File: src/pdr_pkg.sv
package pdr_pkg;
    // Register offsets on the byte-wide register port
    localparam logic [7:0] ADDR_HDR_CFG = 8'h2e;
    localparam logic [7:0] ADDR_DET_EN = 8'h2f;
    localparam logic [7:0] ADDR_RX_LEN = 8'h30;
    localparam logic [7:0] ADDR_RX_KIND = 8'h31;
    localparam logic [7:0] ADDR_RX_HDR_LO = 8'h32;
    localparam logic [7:0] ADDR_RX_HDR_HI = 8'h33;
    localparam logic [7:0] ADDR_RX_PAYLOAD_FIRST = 8'h34;
    localparam logic [7:0] ADDR_RX_PAYLOAD_LAST = 8'h4f;
    // Reset values
    localparam logic [7:0] HDR_CFG_RESET = 8'h02;
    localparam logic [7:0] DET_EN_RESET = 8'h00;
    localparam logic [7:0] RX_ZERO = 8'h00;
    // Field masks
    localparam logic [7:0] HDR_CFG_WMASK = 8'h1f;
    localparam logic [7:0] DET_EN_WMASK = 8'h7f;
    // Header configuration field positions
    localparam int HDR_POWER_ROLE_BIT = 0;
    localparam int HDR_REV_LSB = 1;
    localparam int HDR_DATA_ROLE_BIT = 3;
    localparam int HDR_CABLE_PLUG_BIT = 4;
    // Detect enable positions
    localparam int DET_HARD_RESET_BIT = 5;
    localparam int DET_CABLE_RESET_BIT = 6;
    // Frame kinds
    localparam logic [2:0] KIND_SOP = 3'h0;
    localparam logic [2:0] KIND_DBG_FAR = 3'h4;
    localparam logic [2:0] KIND_HARD_RESET = 3'h5;
    localparam logic [2:0] KIND_CABLE_RESET = 3'h6;
    // Buffer sizing and byte counts
    localparam int PAYLOAD_BYTES = 28;
    localparam logic [7:0] RX_OVERHEAD = 8'h03;
    localparam int FIFO_WIDTH = 8;
    localparam int FIFO_DEPTH = 16;
endpackage

File: src/pdr_fifo.sv
`timescale 1ns/10ps
`default_nettype none
module pdr_fifo #(
    parameter int WIDTH = 8,
    parameter int DEPTH = 16
) (
    // Clock and reset
    input wire logic clk_in,
    input wire logic rst_in,
    input wire logic flush_in,
    // Fill side
    input wire logic in_valid_in,
    output logic in_ready_out,
    input wire logic [WIDTH-1:0] in_data_in,
    // Drain side
    output logic out_valid_out,
    input wire logic out_ready_in,
    output logic [WIDTH-1:0] out_data_out
);
    localparam int AW = $clog2(DEPTH);
    logic [WIDTH-1:0] mem [DEPTH];
    logic [AW-1:0] wr_ff, rd_ff;
    logic [AW:0] cnt_ff;
    wire push = in_valid_in && in_ready_out;
    wire pop = out_valid_out && out_ready_in;

    // Honest flags straight from the occupancy
    // Count is one bit wider than the pointers, so full must compare at that width
    assign in_ready_out = (cnt_ff != (AW+1)'(DEPTH));
    assign out_valid_out = (cnt_ff != '0);
    assign out_data_out = mem[rd_ff];

    // Pointers and count; flush discards a broken frame
    always_ff @(posedge clk_in) begin
        if (rst_in || flush_in) begin
            wr_ff <= '0;
            rd_ff <= '0;
            cnt_ff <= '0;
        end else begin
            if (push) wr_ff <= wr_ff + 1'b1;
            if (pop) rd_ff <= rd_ff + 1'b1;
            cnt_ff <= cnt_ff + (AW+1)'(push) - (AW+1)'(pop);
        end
    end

    // Storage needs no reset
    always_ff @(posedge clk_in) begin
        if (push) mem[wr_ff] <= in_data_in;
    end
endmodule
`default_nettype wire

File: src/pdr_kind_map.sv
`timescale 1ns/10ps
`default_nettype none
module pdr_kind_map (
    // Frame kind and enables
    input wire logic [2:0] kind_in,
    input wire logic [7:0] det_en_in,
    // Result
    output logic enabled_out
);
    // Each kind code selects its own enable bit; codes above cable reset are never accepted
    wire [2:0] bit_sel = kind_in;
    assign enabled_out = (kind_in <= pdr_pkg::KIND_CABLE_RESET) && det_en_in[bit_sel];
endmodule
`default_nettype wire

File: src/pdr_rx_regs.sv
// Contract
// - Reserved header bits written zero, ignored
// - Bits set plug origin, data, power role
// - Revision field codes, resets to 2.0
// - Fast swap, chunking kept at 2.0; code reports both supported at every revision
// - Seven per-kind detect enables gate reception
// - Hard reset clears detect enables
// - Disconnect leaves detect enables alone
// - Hard reset or disconnect zero count; code loads the new count instead if a message commits in the same cycle
// - Clearing message alert zeroes count
// - Count is payload bytes plus three
// - Frame kind codes, upper bits zero
// - Header low then high byte
// - Payload bytes follow header registers
`timescale 1ns/10ps
`default_nettype none
module pdr_rx_regs (
    // Clock and reset
    input wire logic clk_in,
    input wire logic rst_in,
    // Register port
    input wire logic reg_wr_in,
    input wire logic reg_rd_in,
    input wire logic [7:0] reg_addr_in,
    input wire logic [7:0] reg_wdata_in,
    output logic [7:0] reg_rdata_out,
    // Receive stream from the physical layer
    input wire logic rx_start_in,
    input wire logic [2:0] rx_kind_in,
    input wire logic rx_valid_in,
    input wire logic [7:0] rx_data_in,
    output logic rx_ready_out,
    input wire logic rx_end_in,
    input wire logic rx_good_in,
    // Link events
    input wire logic hard_reset_rx_in,
    input wire logic hard_reset_tx_in,
    input wire logic disconnect_in,
    input wire logic rx_message_alert_clear_in,
    // Status to the rest of the device
    output logic rx_message_alert_out,
    output logic hard_reset_seen_out,
    output logic cable_reset_seen_out,
    output logic [7:0] hdr_cfg_out,
    output logic [7:0] det_en_out,
    output logic fast_swap_supported_out,
    output logic chunked_ext_supported_out
);
    typedef enum logic [1:0] {ST_IDLE, ST_FRAME, ST_DRAIN} pdr_state_t;
    pdr_state_t state_ff, nxt_state;
    logic [7:0] hdr_cfg_ff, det_en_ff, rx_len_ff, rx_kind_ff, hdr_lo_ff, hdr_hi_ff;
    logic [7:0] payload_ff [pdr_pkg::PAYLOAD_BYTES];
    logic [2:0] cur_kind_ff;
    logic [7:0] wcnt_ff, dcnt_ff;
    logic [7:0] stg_lo_ff, stg_hi_ff;
    logic alert_ff, hr_seen_ff, cr_seen_ff, overflow_ff;
    logic f_valid, f_ready, f_in_ready;
    logic [7:0] f_data;
    logic kind_enabled;

    // Frame filter and stream acceptance
    pdr_kind_map u_map (
        .kind_in(rx_start_in ? rx_kind_in : cur_kind_ff),
        .det_en_in(det_en_ff),
        .enabled_out(kind_enabled)
    );

    wire accept_start = rx_start_in && kind_enabled && (state_ff == ST_IDLE);
    wire is_hard = rx_start_in && (rx_kind_in == pdr_pkg::KIND_HARD_RESET) && kind_enabled;
    wire is_cable = rx_start_in && (rx_kind_in == pdr_pkg::KIND_CABLE_RESET) && kind_enabled;
    wire is_msg_kind = rx_kind_in <= pdr_pkg::KIND_DBG_FAR;
    wire in_frame = (state_ff == ST_FRAME);
    wire hr_event = is_hard || hard_reset_rx_in || hard_reset_tx_in;

    // Bytes land in the FIFO; while a committed message waits, a new frame is taken until the 16-entry FIFO fills, then stalls
    assign rx_ready_out = in_frame && f_in_ready;
    wire f_push = rx_valid_in && rx_ready_out;

    pdr_fifo #(.WIDTH(pdr_pkg::FIFO_WIDTH), .DEPTH(pdr_pkg::FIFO_DEPTH)) u_fifo (
        .clk_in(clk_in),
        .rst_in(rst_in),
        .flush_in(hr_event || disconnect_in),
        .in_valid_in(f_push),
        .in_ready_out(f_in_ready),
        .in_data_in(rx_data_in),
        .out_valid_out(f_valid),
        .out_ready_in(f_ready),
        .out_data_out(f_data)
    );

    // Drain only while no unread message holds the buffer
    assign f_ready = !alert_ff;
    wire f_pop = f_valid && f_ready;
    wire good_end = (state_ff == ST_DRAIN) && !f_valid && rx_good_in && !overflow_ff && (dcnt_ff >= 8'h02);
    wire bad_end = (state_ff == ST_DRAIN) && !f_valid && (!rx_good_in || overflow_ff || dcnt_ff < 8'h02);

    // Frame sequencer
    always_comb begin
        nxt_state = state_ff;
        case (state_ff)
            ST_IDLE: begin
                if (accept_start && !is_hard && !is_cable && is_msg_kind) nxt_state = ST_FRAME;
            end
            ST_FRAME: begin
                if (rx_end_in) nxt_state = ST_DRAIN;
            end
            ST_DRAIN: begin
                if (good_end || bad_end) nxt_state = ST_IDLE;
            end
            default: nxt_state = ST_IDLE;
        endcase
        if (hr_event || disconnect_in) nxt_state = ST_IDLE;
    end

    // Register writes and decode
    wire wr_hdr = reg_wr_in && (reg_addr_in == pdr_pkg::ADDR_HDR_CFG);
    wire wr_det = reg_wr_in && (reg_addr_in == pdr_pkg::ADDR_DET_EN);
    wire commit = good_end && !alert_ff;
    wire cr_commit = is_cable && !alert_ff && (state_ff == ST_IDLE);
    wire clr_len = hr_event || disconnect_in || rx_message_alert_clear_in;
    wire [7:0] pay_idx = reg_addr_in - pdr_pkg::ADDR_RX_PAYLOAD_FIRST;
    wire pay_hit = (reg_addr_in >= pdr_pkg::ADDR_RX_PAYLOAD_FIRST) && (reg_addr_in <= pdr_pkg::ADDR_RX_PAYLOAD_LAST);

    // Configuration registers; reserved bits never store
    always_ff @(posedge clk_in) begin
        if (rst_in) begin
            hdr_cfg_ff <= pdr_pkg::HDR_CFG_RESET;
            det_en_ff <= pdr_pkg::DET_EN_RESET;
        end else begin
            if (wr_hdr) hdr_cfg_ff <= reg_wdata_in & pdr_pkg::HDR_CFG_WMASK;
            // Hard reset wins over a same-cycle write; disconnect does nothing here
            if (hr_event) det_en_ff <= pdr_pkg::DET_EN_RESET;
            else if (wr_det) det_en_ff <= reg_wdata_in & pdr_pkg::DET_EN_WMASK;
        end
    end

    // Sequencer state and per-frame counters
    always_ff @(posedge clk_in) begin
        if (rst_in) begin
            state_ff <= ST_IDLE;
            cur_kind_ff <= pdr_pkg::KIND_SOP;
            wcnt_ff <= 8'h00;
            dcnt_ff <= 8'h00;
            overflow_ff <= 1'b0;
        end else begin
            state_ff <= nxt_state;
            if (accept_start) begin
                cur_kind_ff <= rx_kind_in;
                dcnt_ff <= 8'h00;
                wcnt_ff <= 8'h00;
                overflow_ff <= 1'b0;
            end else if (f_pop) begin
                dcnt_ff <= dcnt_ff + 8'h01;
                if (dcnt_ff >= 8'(pdr_pkg::PAYLOAD_BYTES + 2)) overflow_ff <= 1'b1;
            end
            if (f_push) wcnt_ff <= wcnt_ff + 8'h01;
        end
    end

    // Staging for header bytes; payload array written in place
    always_ff @(posedge clk_in) begin
        if (f_pop && dcnt_ff == 8'h00) stg_lo_ff <= f_data;
        if (f_pop && dcnt_ff == 8'h01) stg_hi_ff <= f_data;
    end

    genvar gi;
    generate
        for (gi = 0; gi < pdr_pkg::PAYLOAD_BYTES; gi++) begin : g_pay
            always_ff @(posedge clk_in) begin
                if (rst_in) payload_ff[gi] <= pdr_pkg::RX_ZERO;
                else if (f_pop && dcnt_ff == 8'(gi + 2)) payload_ff[gi] <= f_data;
            end
        end
    endgenerate

    // Committed receive record; a message commit updates all four, a cable reset only count and kind
    always_ff @(posedge clk_in) begin
        if (rst_in) begin
            rx_len_ff <= pdr_pkg::RX_ZERO;
            rx_kind_ff <= pdr_pkg::RX_ZERO;
            hdr_lo_ff <= pdr_pkg::RX_ZERO;
            hdr_hi_ff <= pdr_pkg::RX_ZERO;
        end else if (commit) begin
            rx_len_ff <= dcnt_ff + pdr_pkg::RX_OVERHEAD - 8'h02;
            rx_kind_ff <= {5'h00, cur_kind_ff};
            hdr_lo_ff <= stg_lo_ff;
            hdr_hi_ff <= stg_hi_ff;
        end else if (cr_commit) begin
            rx_len_ff <= pdr_pkg::RX_ZERO;
            rx_kind_ff <= {5'h00, pdr_pkg::KIND_CABLE_RESET};
        end else if (clr_len) begin
            rx_len_ff <= pdr_pkg::RX_ZERO;
        end
    end

    // Event flags: a new event wins over a same-cycle clear
    always_ff @(posedge clk_in) begin
        if (rst_in) begin
            alert_ff <= 1'b0;
            hr_seen_ff <= 1'b0;
            cr_seen_ff <= 1'b0;
        end else begin
            if (commit || cr_commit) alert_ff <= 1'b1;
            else if (rx_message_alert_clear_in || hr_event || disconnect_in) alert_ff <= 1'b0;
            hr_seen_ff <= is_hard;
            cr_seen_ff <= cr_commit;
        end
    end

    // Read mux; stale payload bytes still read back, software trims by count
    logic [7:0] rd_mux;
    always_comb begin
        rd_mux = 8'h00;
        case (reg_addr_in)
            pdr_pkg::ADDR_HDR_CFG: rd_mux = hdr_cfg_ff;
            pdr_pkg::ADDR_DET_EN: rd_mux = det_en_ff;
            pdr_pkg::ADDR_RX_LEN: rd_mux = rx_len_ff;
            pdr_pkg::ADDR_RX_KIND: rd_mux = rx_kind_ff;
            pdr_pkg::ADDR_RX_HDR_LO: rd_mux = hdr_lo_ff;
            pdr_pkg::ADDR_RX_HDR_HI: rd_mux = hdr_hi_ff;
            default: rd_mux = pay_hit ? payload_ff[pay_idx[4:0]] : 8'h00;
        endcase
    end

    always_ff @(posedge clk_in) begin
        if (rst_in) reg_rdata_out <= 8'h00;
        else if (reg_rd_in) reg_rdata_out <= rd_mux;
    end

    // Status outputs
    assign rx_message_alert_out = alert_ff;
    assign hard_reset_seen_out = hr_seen_ff;
    assign cable_reset_seen_out = cr_seen_ff;
    assign hdr_cfg_out = hdr_cfg_ff;
    assign det_en_out = det_en_ff;
    // Newer features stay on whatever revision is programmed
    assign fast_swap_supported_out = 1'b1;
    assign chunked_ext_supported_out = 1'b1;

    // Checks
    a_hr_clears_en: assert property (@(posedge clk_in) disable iff (rst_in)
        hr_event |=> det_en_ff == 8'h00) else $error("enables not cleared by hard reset");
    a_disc_keeps_en: assert property (@(posedge clk_in) disable iff (rst_in)
        disconnect_in && !hr_event && !wr_det |=> $stable(det_en_ff)) else $error("disconnect touched enables");
    a_len_cleared: assert property (@(posedge clk_in) disable iff (rst_in)
        clr_len && !commit && !cr_commit |=> rx_len_ff == 8'h00) else $error("count not cleared");
    a_alert_clr_len: assert property (@(posedge clk_in) disable iff (rst_in)
        rx_message_alert_clear_in && !commit |=> rx_len_ff == 8'h00) else $error("count kept after clear");
    a_len_plus_three: assert property (@(posedge clk_in) disable iff (rst_in)
        commit |=> rx_len_ff == $past(dcnt_ff) + 8'h01) else $error("count not payload plus three");
    a_kind_upper_zero: assert property (@(posedge clk_in) disable iff (rst_in)
        rx_kind_ff[7:3] == 5'h00 && rx_kind_ff[2:0] != 3'h5 && rx_kind_ff[2:0] != 3'h7) else $error("bad kind");
    a_hdr_rsvd_zero: assert property (@(posedge clk_in) disable iff (rst_in)
        wr_hdr |=> hdr_cfg_ff[7:5] == 3'h0 && hdr_cfg_ff[4:0] == $past(reg_wdata_in[4:0])) else $error("hdr write");
    a_record_stable: assert property (@(posedge clk_in) disable iff (rst_in)
        !commit && !cr_commit |=> $stable(hdr_lo_ff) && $stable(hdr_hi_ff)) else $error("header moved");
    a_disabled_ignored: assert property (@(posedge clk_in) disable iff (rst_in)
        rx_start_in && !kind_enabled |=> state_ff != ST_FRAME || $past(state_ff) == ST_FRAME) else $error("disabled kind taken");
endmodule
`default_nettype wire

File: config.mk
export PLATFORM = sky130hd
export DESIGN_NAME = pdr_rx_regs
export DESIGN_NICKNAME = d
export VERILOG_FILES = /design/src/pdr_pkg.sv /design/src/pdr_fifo.sv /design/src/pdr_kind_map.sv /design/src/pdr_rx_regs.sv
export SDC_FILE = /design/constraint.sdc
export NUM_CORES = 1
export LEC_CHECK = 0
export BUFFER_PORTS_ARGS = -buffer_cell sky130_fd_sc_hd__buf_2
export CORE_ASPECT_RATIO = 2
export CORE_MARGIN = 2
export CORE_UTILIZATION = 39
export CTS_CLUSTER_SIZE = 40
export DETAILED_ROUTE_END_ITERATION = 10
export GPL_TIMING_DRIVEN = 0
export PLACE_DENSITY = 0.65
export SKIP_LAST_GASP = 1
export SYNTH_ARGS = -nofsm -noshare
export SYNTH_HDL_FRONTEND = slang
export SYNTH_HIERARCHICAL = 1
export SYNTH_SLANG_ARGS = --single-unit
File: constraint.sdc
create_clock -name clk_in -period 3.2 [get_ports clk_in]
set_input_delay 0.32 -clock clk_in [delete_from_list [all_inputs] [get_ports clk_in]]
set_output_delay 0.32 -clock clk_in [all_outputs]
set_load 0.01 [all_outputs]
==> insert_results.sql <==
INSERT INTO impl_metrics (metric_group, metric, value, unit) VALUES
('power_and_ir_drop', 'pwr-share-clk', '42.0', '%'),
('worst_setup_path', 'crit_path_max_fanout', '8', ''),
('final_layout', 'final_nets', '1594', ''),
('floorplan', 'die_area', '53250', 'um^2'),
('final_layout', 'fin_util', '44.59', '%'),
('sta', 'finalCritPeriodShare', '102.4', '%'),
('placement', 'post-dp-hpwl', '41.87', 'mm'),
('sta', 'setup-violations-final', '8', ''),
('power_and_ir_drop', 'leakage', '7.872', 'nW'),
('detailed_routing', 'routed_wirelength', '56.18', 'mm'),
('global_route', 'grt_max_degree', '18', ''),
('yosys', 'yosys.area.top_type', 'sky130_fd_sc_hd__edfxtp_1', ''),
('detailed_routing', 'vias_per_cell', '5.573', ''),
('detailed_routing', 'detail_route.iter0.violations', '1006', ''),
('placement', 'gp_routability_congestion', '0.9803', ''),
('status', 'failed_checks', 'negative setup slack', ''),
('placement', 'detailedPlace.worstSlack', '-949.0', 'ps'),
('sta', 'hold_viol_final', '0', ''),
('global_route', 'grt_pass1_vias', '12891', ''),
('power_and_ir_drop', 'power_frac_seq', '53.3', '%'),
('clock_tree', 'worst_skew_pair.late_latency', '570', 'ps'),
('final_layout', 'post_route_cells_drive_above_1_share', '18.71', '%'),
('floorplan', 'horizontal_extent_of_the_die', '164.2', 'um'),
('final_layout', 'syn_to_final_growth', '13.19', '%'),
('worst_setup_path', 'required', '3370', 'ps'),
('global_route', 'overflow', '0', ''),
('yosys', 'synthTopCellsByArea', 'sky130_fd_sc_hd__edfxtp_1, sky130_fd_sc_hd__dfxtp_1, sky130_fd_sc_hd__mux4_2, sky130_fd_sc_hd__and2_1, sky130_fd_sc_hd__nand2_1', ''),
('floorplan', 'rows', '117', ''),
('sta', 'slew_viol_final', '0', ''),
('clock_tree', 'cts_max_level', '2', ''),
('hold_path', 'tightest_hold_check_type', 'primary input to register', ''),
('status', 'outcome', 'complete, but fails checks', ''),
('yosys', 'synth.yosys.seq_area_share', '63.32', '%'),
('power_and_ir_drop', 'power.switching_fraction', '21.52', '%'),
('worst_setup_path', 'setup.worst_path.class', 'register to register', ''),
('sta', 'max_slew.worst_pin.slew', '1176', 'ps'),
('power_and_ir_drop', 'total_switching_power', '2.595', 'mW'),
('power_and_ir_drop', 'power.internal', '9.461', 'mW'),
('yosys', 'ys_async_sr_fraction', '0', '%'),
('placement', 'postPlaceCellArea', '21190', 'um^2'),
('sta', 'timing.max_slew.rel_slack', '20.80', '%'),
('floorplan', 'top_level_ports', '69', ''),
('worst_setup_path', 'start_kind', 'register', ''),
('final_layout', 'n_fill_cell', '4492', ''),
('yosys', 'post_synth_inst_count', '1425', ''),
('floorplan', 'die-height', '324.4', 'um'),
('worst_setup_path', 'worst_setup_path_startpoint', 'dcnt_ff[5]', ''),
('clock_tree', 'clock-root-buffer', 'sky130_fd_sc_hd__clkbuf_16', ''),
('final_layout', 'layout_commonest_cell', 'sky130_fd_sc_hd__edfxtp_1', ''),
('sta', 'layout_min_cycle_time', '3276', 'ps'),
('floorplan', 'core_area', '50800', 'um^2'),
('worst_setup_path', 'crit_arrival', '3450', 'ps'),
('worst_setup_path', 'worstSetupEndpointType', 'register', ''),
('clock_tree', 'cts_tree', 'yes', ''),
('sta', 'rsz0062_at_grt', 'yes', ''),
('detailed_routing', 'route.detailed.wl_per_inst', '25.31', 'um'),
('yosys', 'synth-edff-count', '368', ''),
('global_route', 'first_pass_grt_wire_length', '82.06', 'mm'),
('sta', 'max_clock_freq', '305.2', 'MHz'),
('detailed_routing', 'route.antenna.remaining_nets', '0', ''),
('clock_tree', 'clock_tree.buffer_depth', '3', ''),
('yosys', 'syn_area_per_cell', '14.04', 'um^2'),
('detailed_routing', 'num_vias', '12371', ''),
('final_layout', 'antenna_diode_count', '0', ''),
('global_route', 'grt.total_usage', '21.31', '%'),
('sta', 'setup_ws', '-76.41', 'ps'),
('yosys', 'synth_warnings', '6', ''),
('yosys', 'synth_top_flop_cell', 'sky130_fd_sc_hd__edfxtp_1', ''),
('yosys', 'netlist.area_leader.share', '55.22', '%'),
('power_and_ir_drop', 'peakVddDrop', '0.3875', 'mV'),
('detailed_routing', 'drt_drc_violations_left', '0', '');
## cells in the mapped netlist, drive strengths merged, types with 23 or more instances
cell type / number
a21oi: 48
a22oi: 25
and2: 237
buf: 44
clkbuf: 42
dfxtp: 81
edfxtp: 368
inv: 25
mux2i: 23
mux4: 86
nand2: 114
nand3: 32
nor2: 77
o21ai: 41
## final timing paths
check,to,slack (ps),cells past startpoint
setup / recovery,payload_ff[16][1],-80,4
setup reg to reg,payload_ff[16][1],-80,4
hold reg to reg,hdr_hi_ff[7],460,2
hold / removal,hard_reset_seen_out,20,2
## worst max-delay path, stage by stage, from the launching register on
cell and delay (ps):
sky130_fd_sc_hd__dfxtp_1 300, sky130_fd_sc_hd__clkbuf_1 180, sky130_fd_sc_hd__nor3_1 860, sky130_fd_sc_hd__nand3_1 490
sky130_fd_sc_hd__o21ai_0 1050
## per-layer routing
metal	up-vias	track usage, %	share of wire [%]
met1	6219	19.64	31
met3	174	3.371	4.6
met5	-	0	0
met4	0	14.97	8.1
li1	5523	-	-
met2	455	40.93	56
## power groups by stage
stage,Combinational [mW],Clock (mW),Sequential [mW]
floorplan,0.310,0,6.54
global placement,0.534,0,6.55
detailed placement,0.542,0,6.56
CTS,0.552,5.13,6.43
global route,0.582,5.33,6.43
finish,0.557,5.07,6.43
## repair_timing
item | in CTS | in global routing
hold buffers | 4 | 0
setup endpoints to repair | 179 | 118
gates resized for setup | 24 | 20
buffers inserted | 0 | 0
hold endpoints to repair | 5 | 0
## flip-flops by register name, indices dropped and copies added, names as in the netlist, 2 cells and up, named ones only
register,count
hdr_cfg_out,5
stg_lo_ff,8
u_fifo/mem,128
cur_kind_ff,3
hdr_lo_ff,8
rx_kind_ff,3
hdr_hi_ff,8
dcnt_ff,8
reg_rdata_out,8
u_fifo/cnt_ff,5
state_ff,2
rx_len_ff,8
u_fifo/rd_ff,4
det_en_out,7
payload_ff,224
u_fifo/wr_ff,4
stg_hi_ff,8
## logic make-up (layout without fill, tap and decap cells)
kind of cell / after synthesis / in the layout / share of synthesized area [%]
AO/OA/AOI/OAI: 160 / 160 / 5.183
XOR/XNOR: 22 / 22 / 0.9628
adder cells (fa/ha/maj): 18 / 18 / 1.163
buffers and inverters: 116 / 253 / 2.864
flip-flops: 449 / 449 / 63.32
multiplexers: 114 / 114 / 11.37
other: 2 / 6 / 0.03753
AND/OR/NAND/NOR: 544 / 544 / 15.09
## through the flow
stage | std cells | TNS (ps) | total power, mW
6_report | 2220 | -548.6 | 12.06
5_1_grt | 2220 | -1755 | 12.35
4_1_cts | 2220 | -16.07 | 12.11
3_5_place_dp | 2145 | -33030 | 7.104
3_3_place_gp | 2141 | -31630 | 7.088
2_1_floorplan | 1429 | 0 | 6.855
## final cells by class
cell class / instances / area [um^2] / share of cell area (%)
inverters: 27 / 102.6 / 0.4529
well taps: 654 / 818.3 / 3.612
clock inverters: 19 / 250.2 / 1.105
plain buffers: 89 / 478.0 / 2.110
multi-input cells: 864 / 6860 / 30.29
clock buffers: 52 / 1110 / 4.899
repair buffers: 66 / 360.3 / 1.591
flip-flops and latches: 449 / 12670 / 55.94
(Power assumes the default switching activity.)
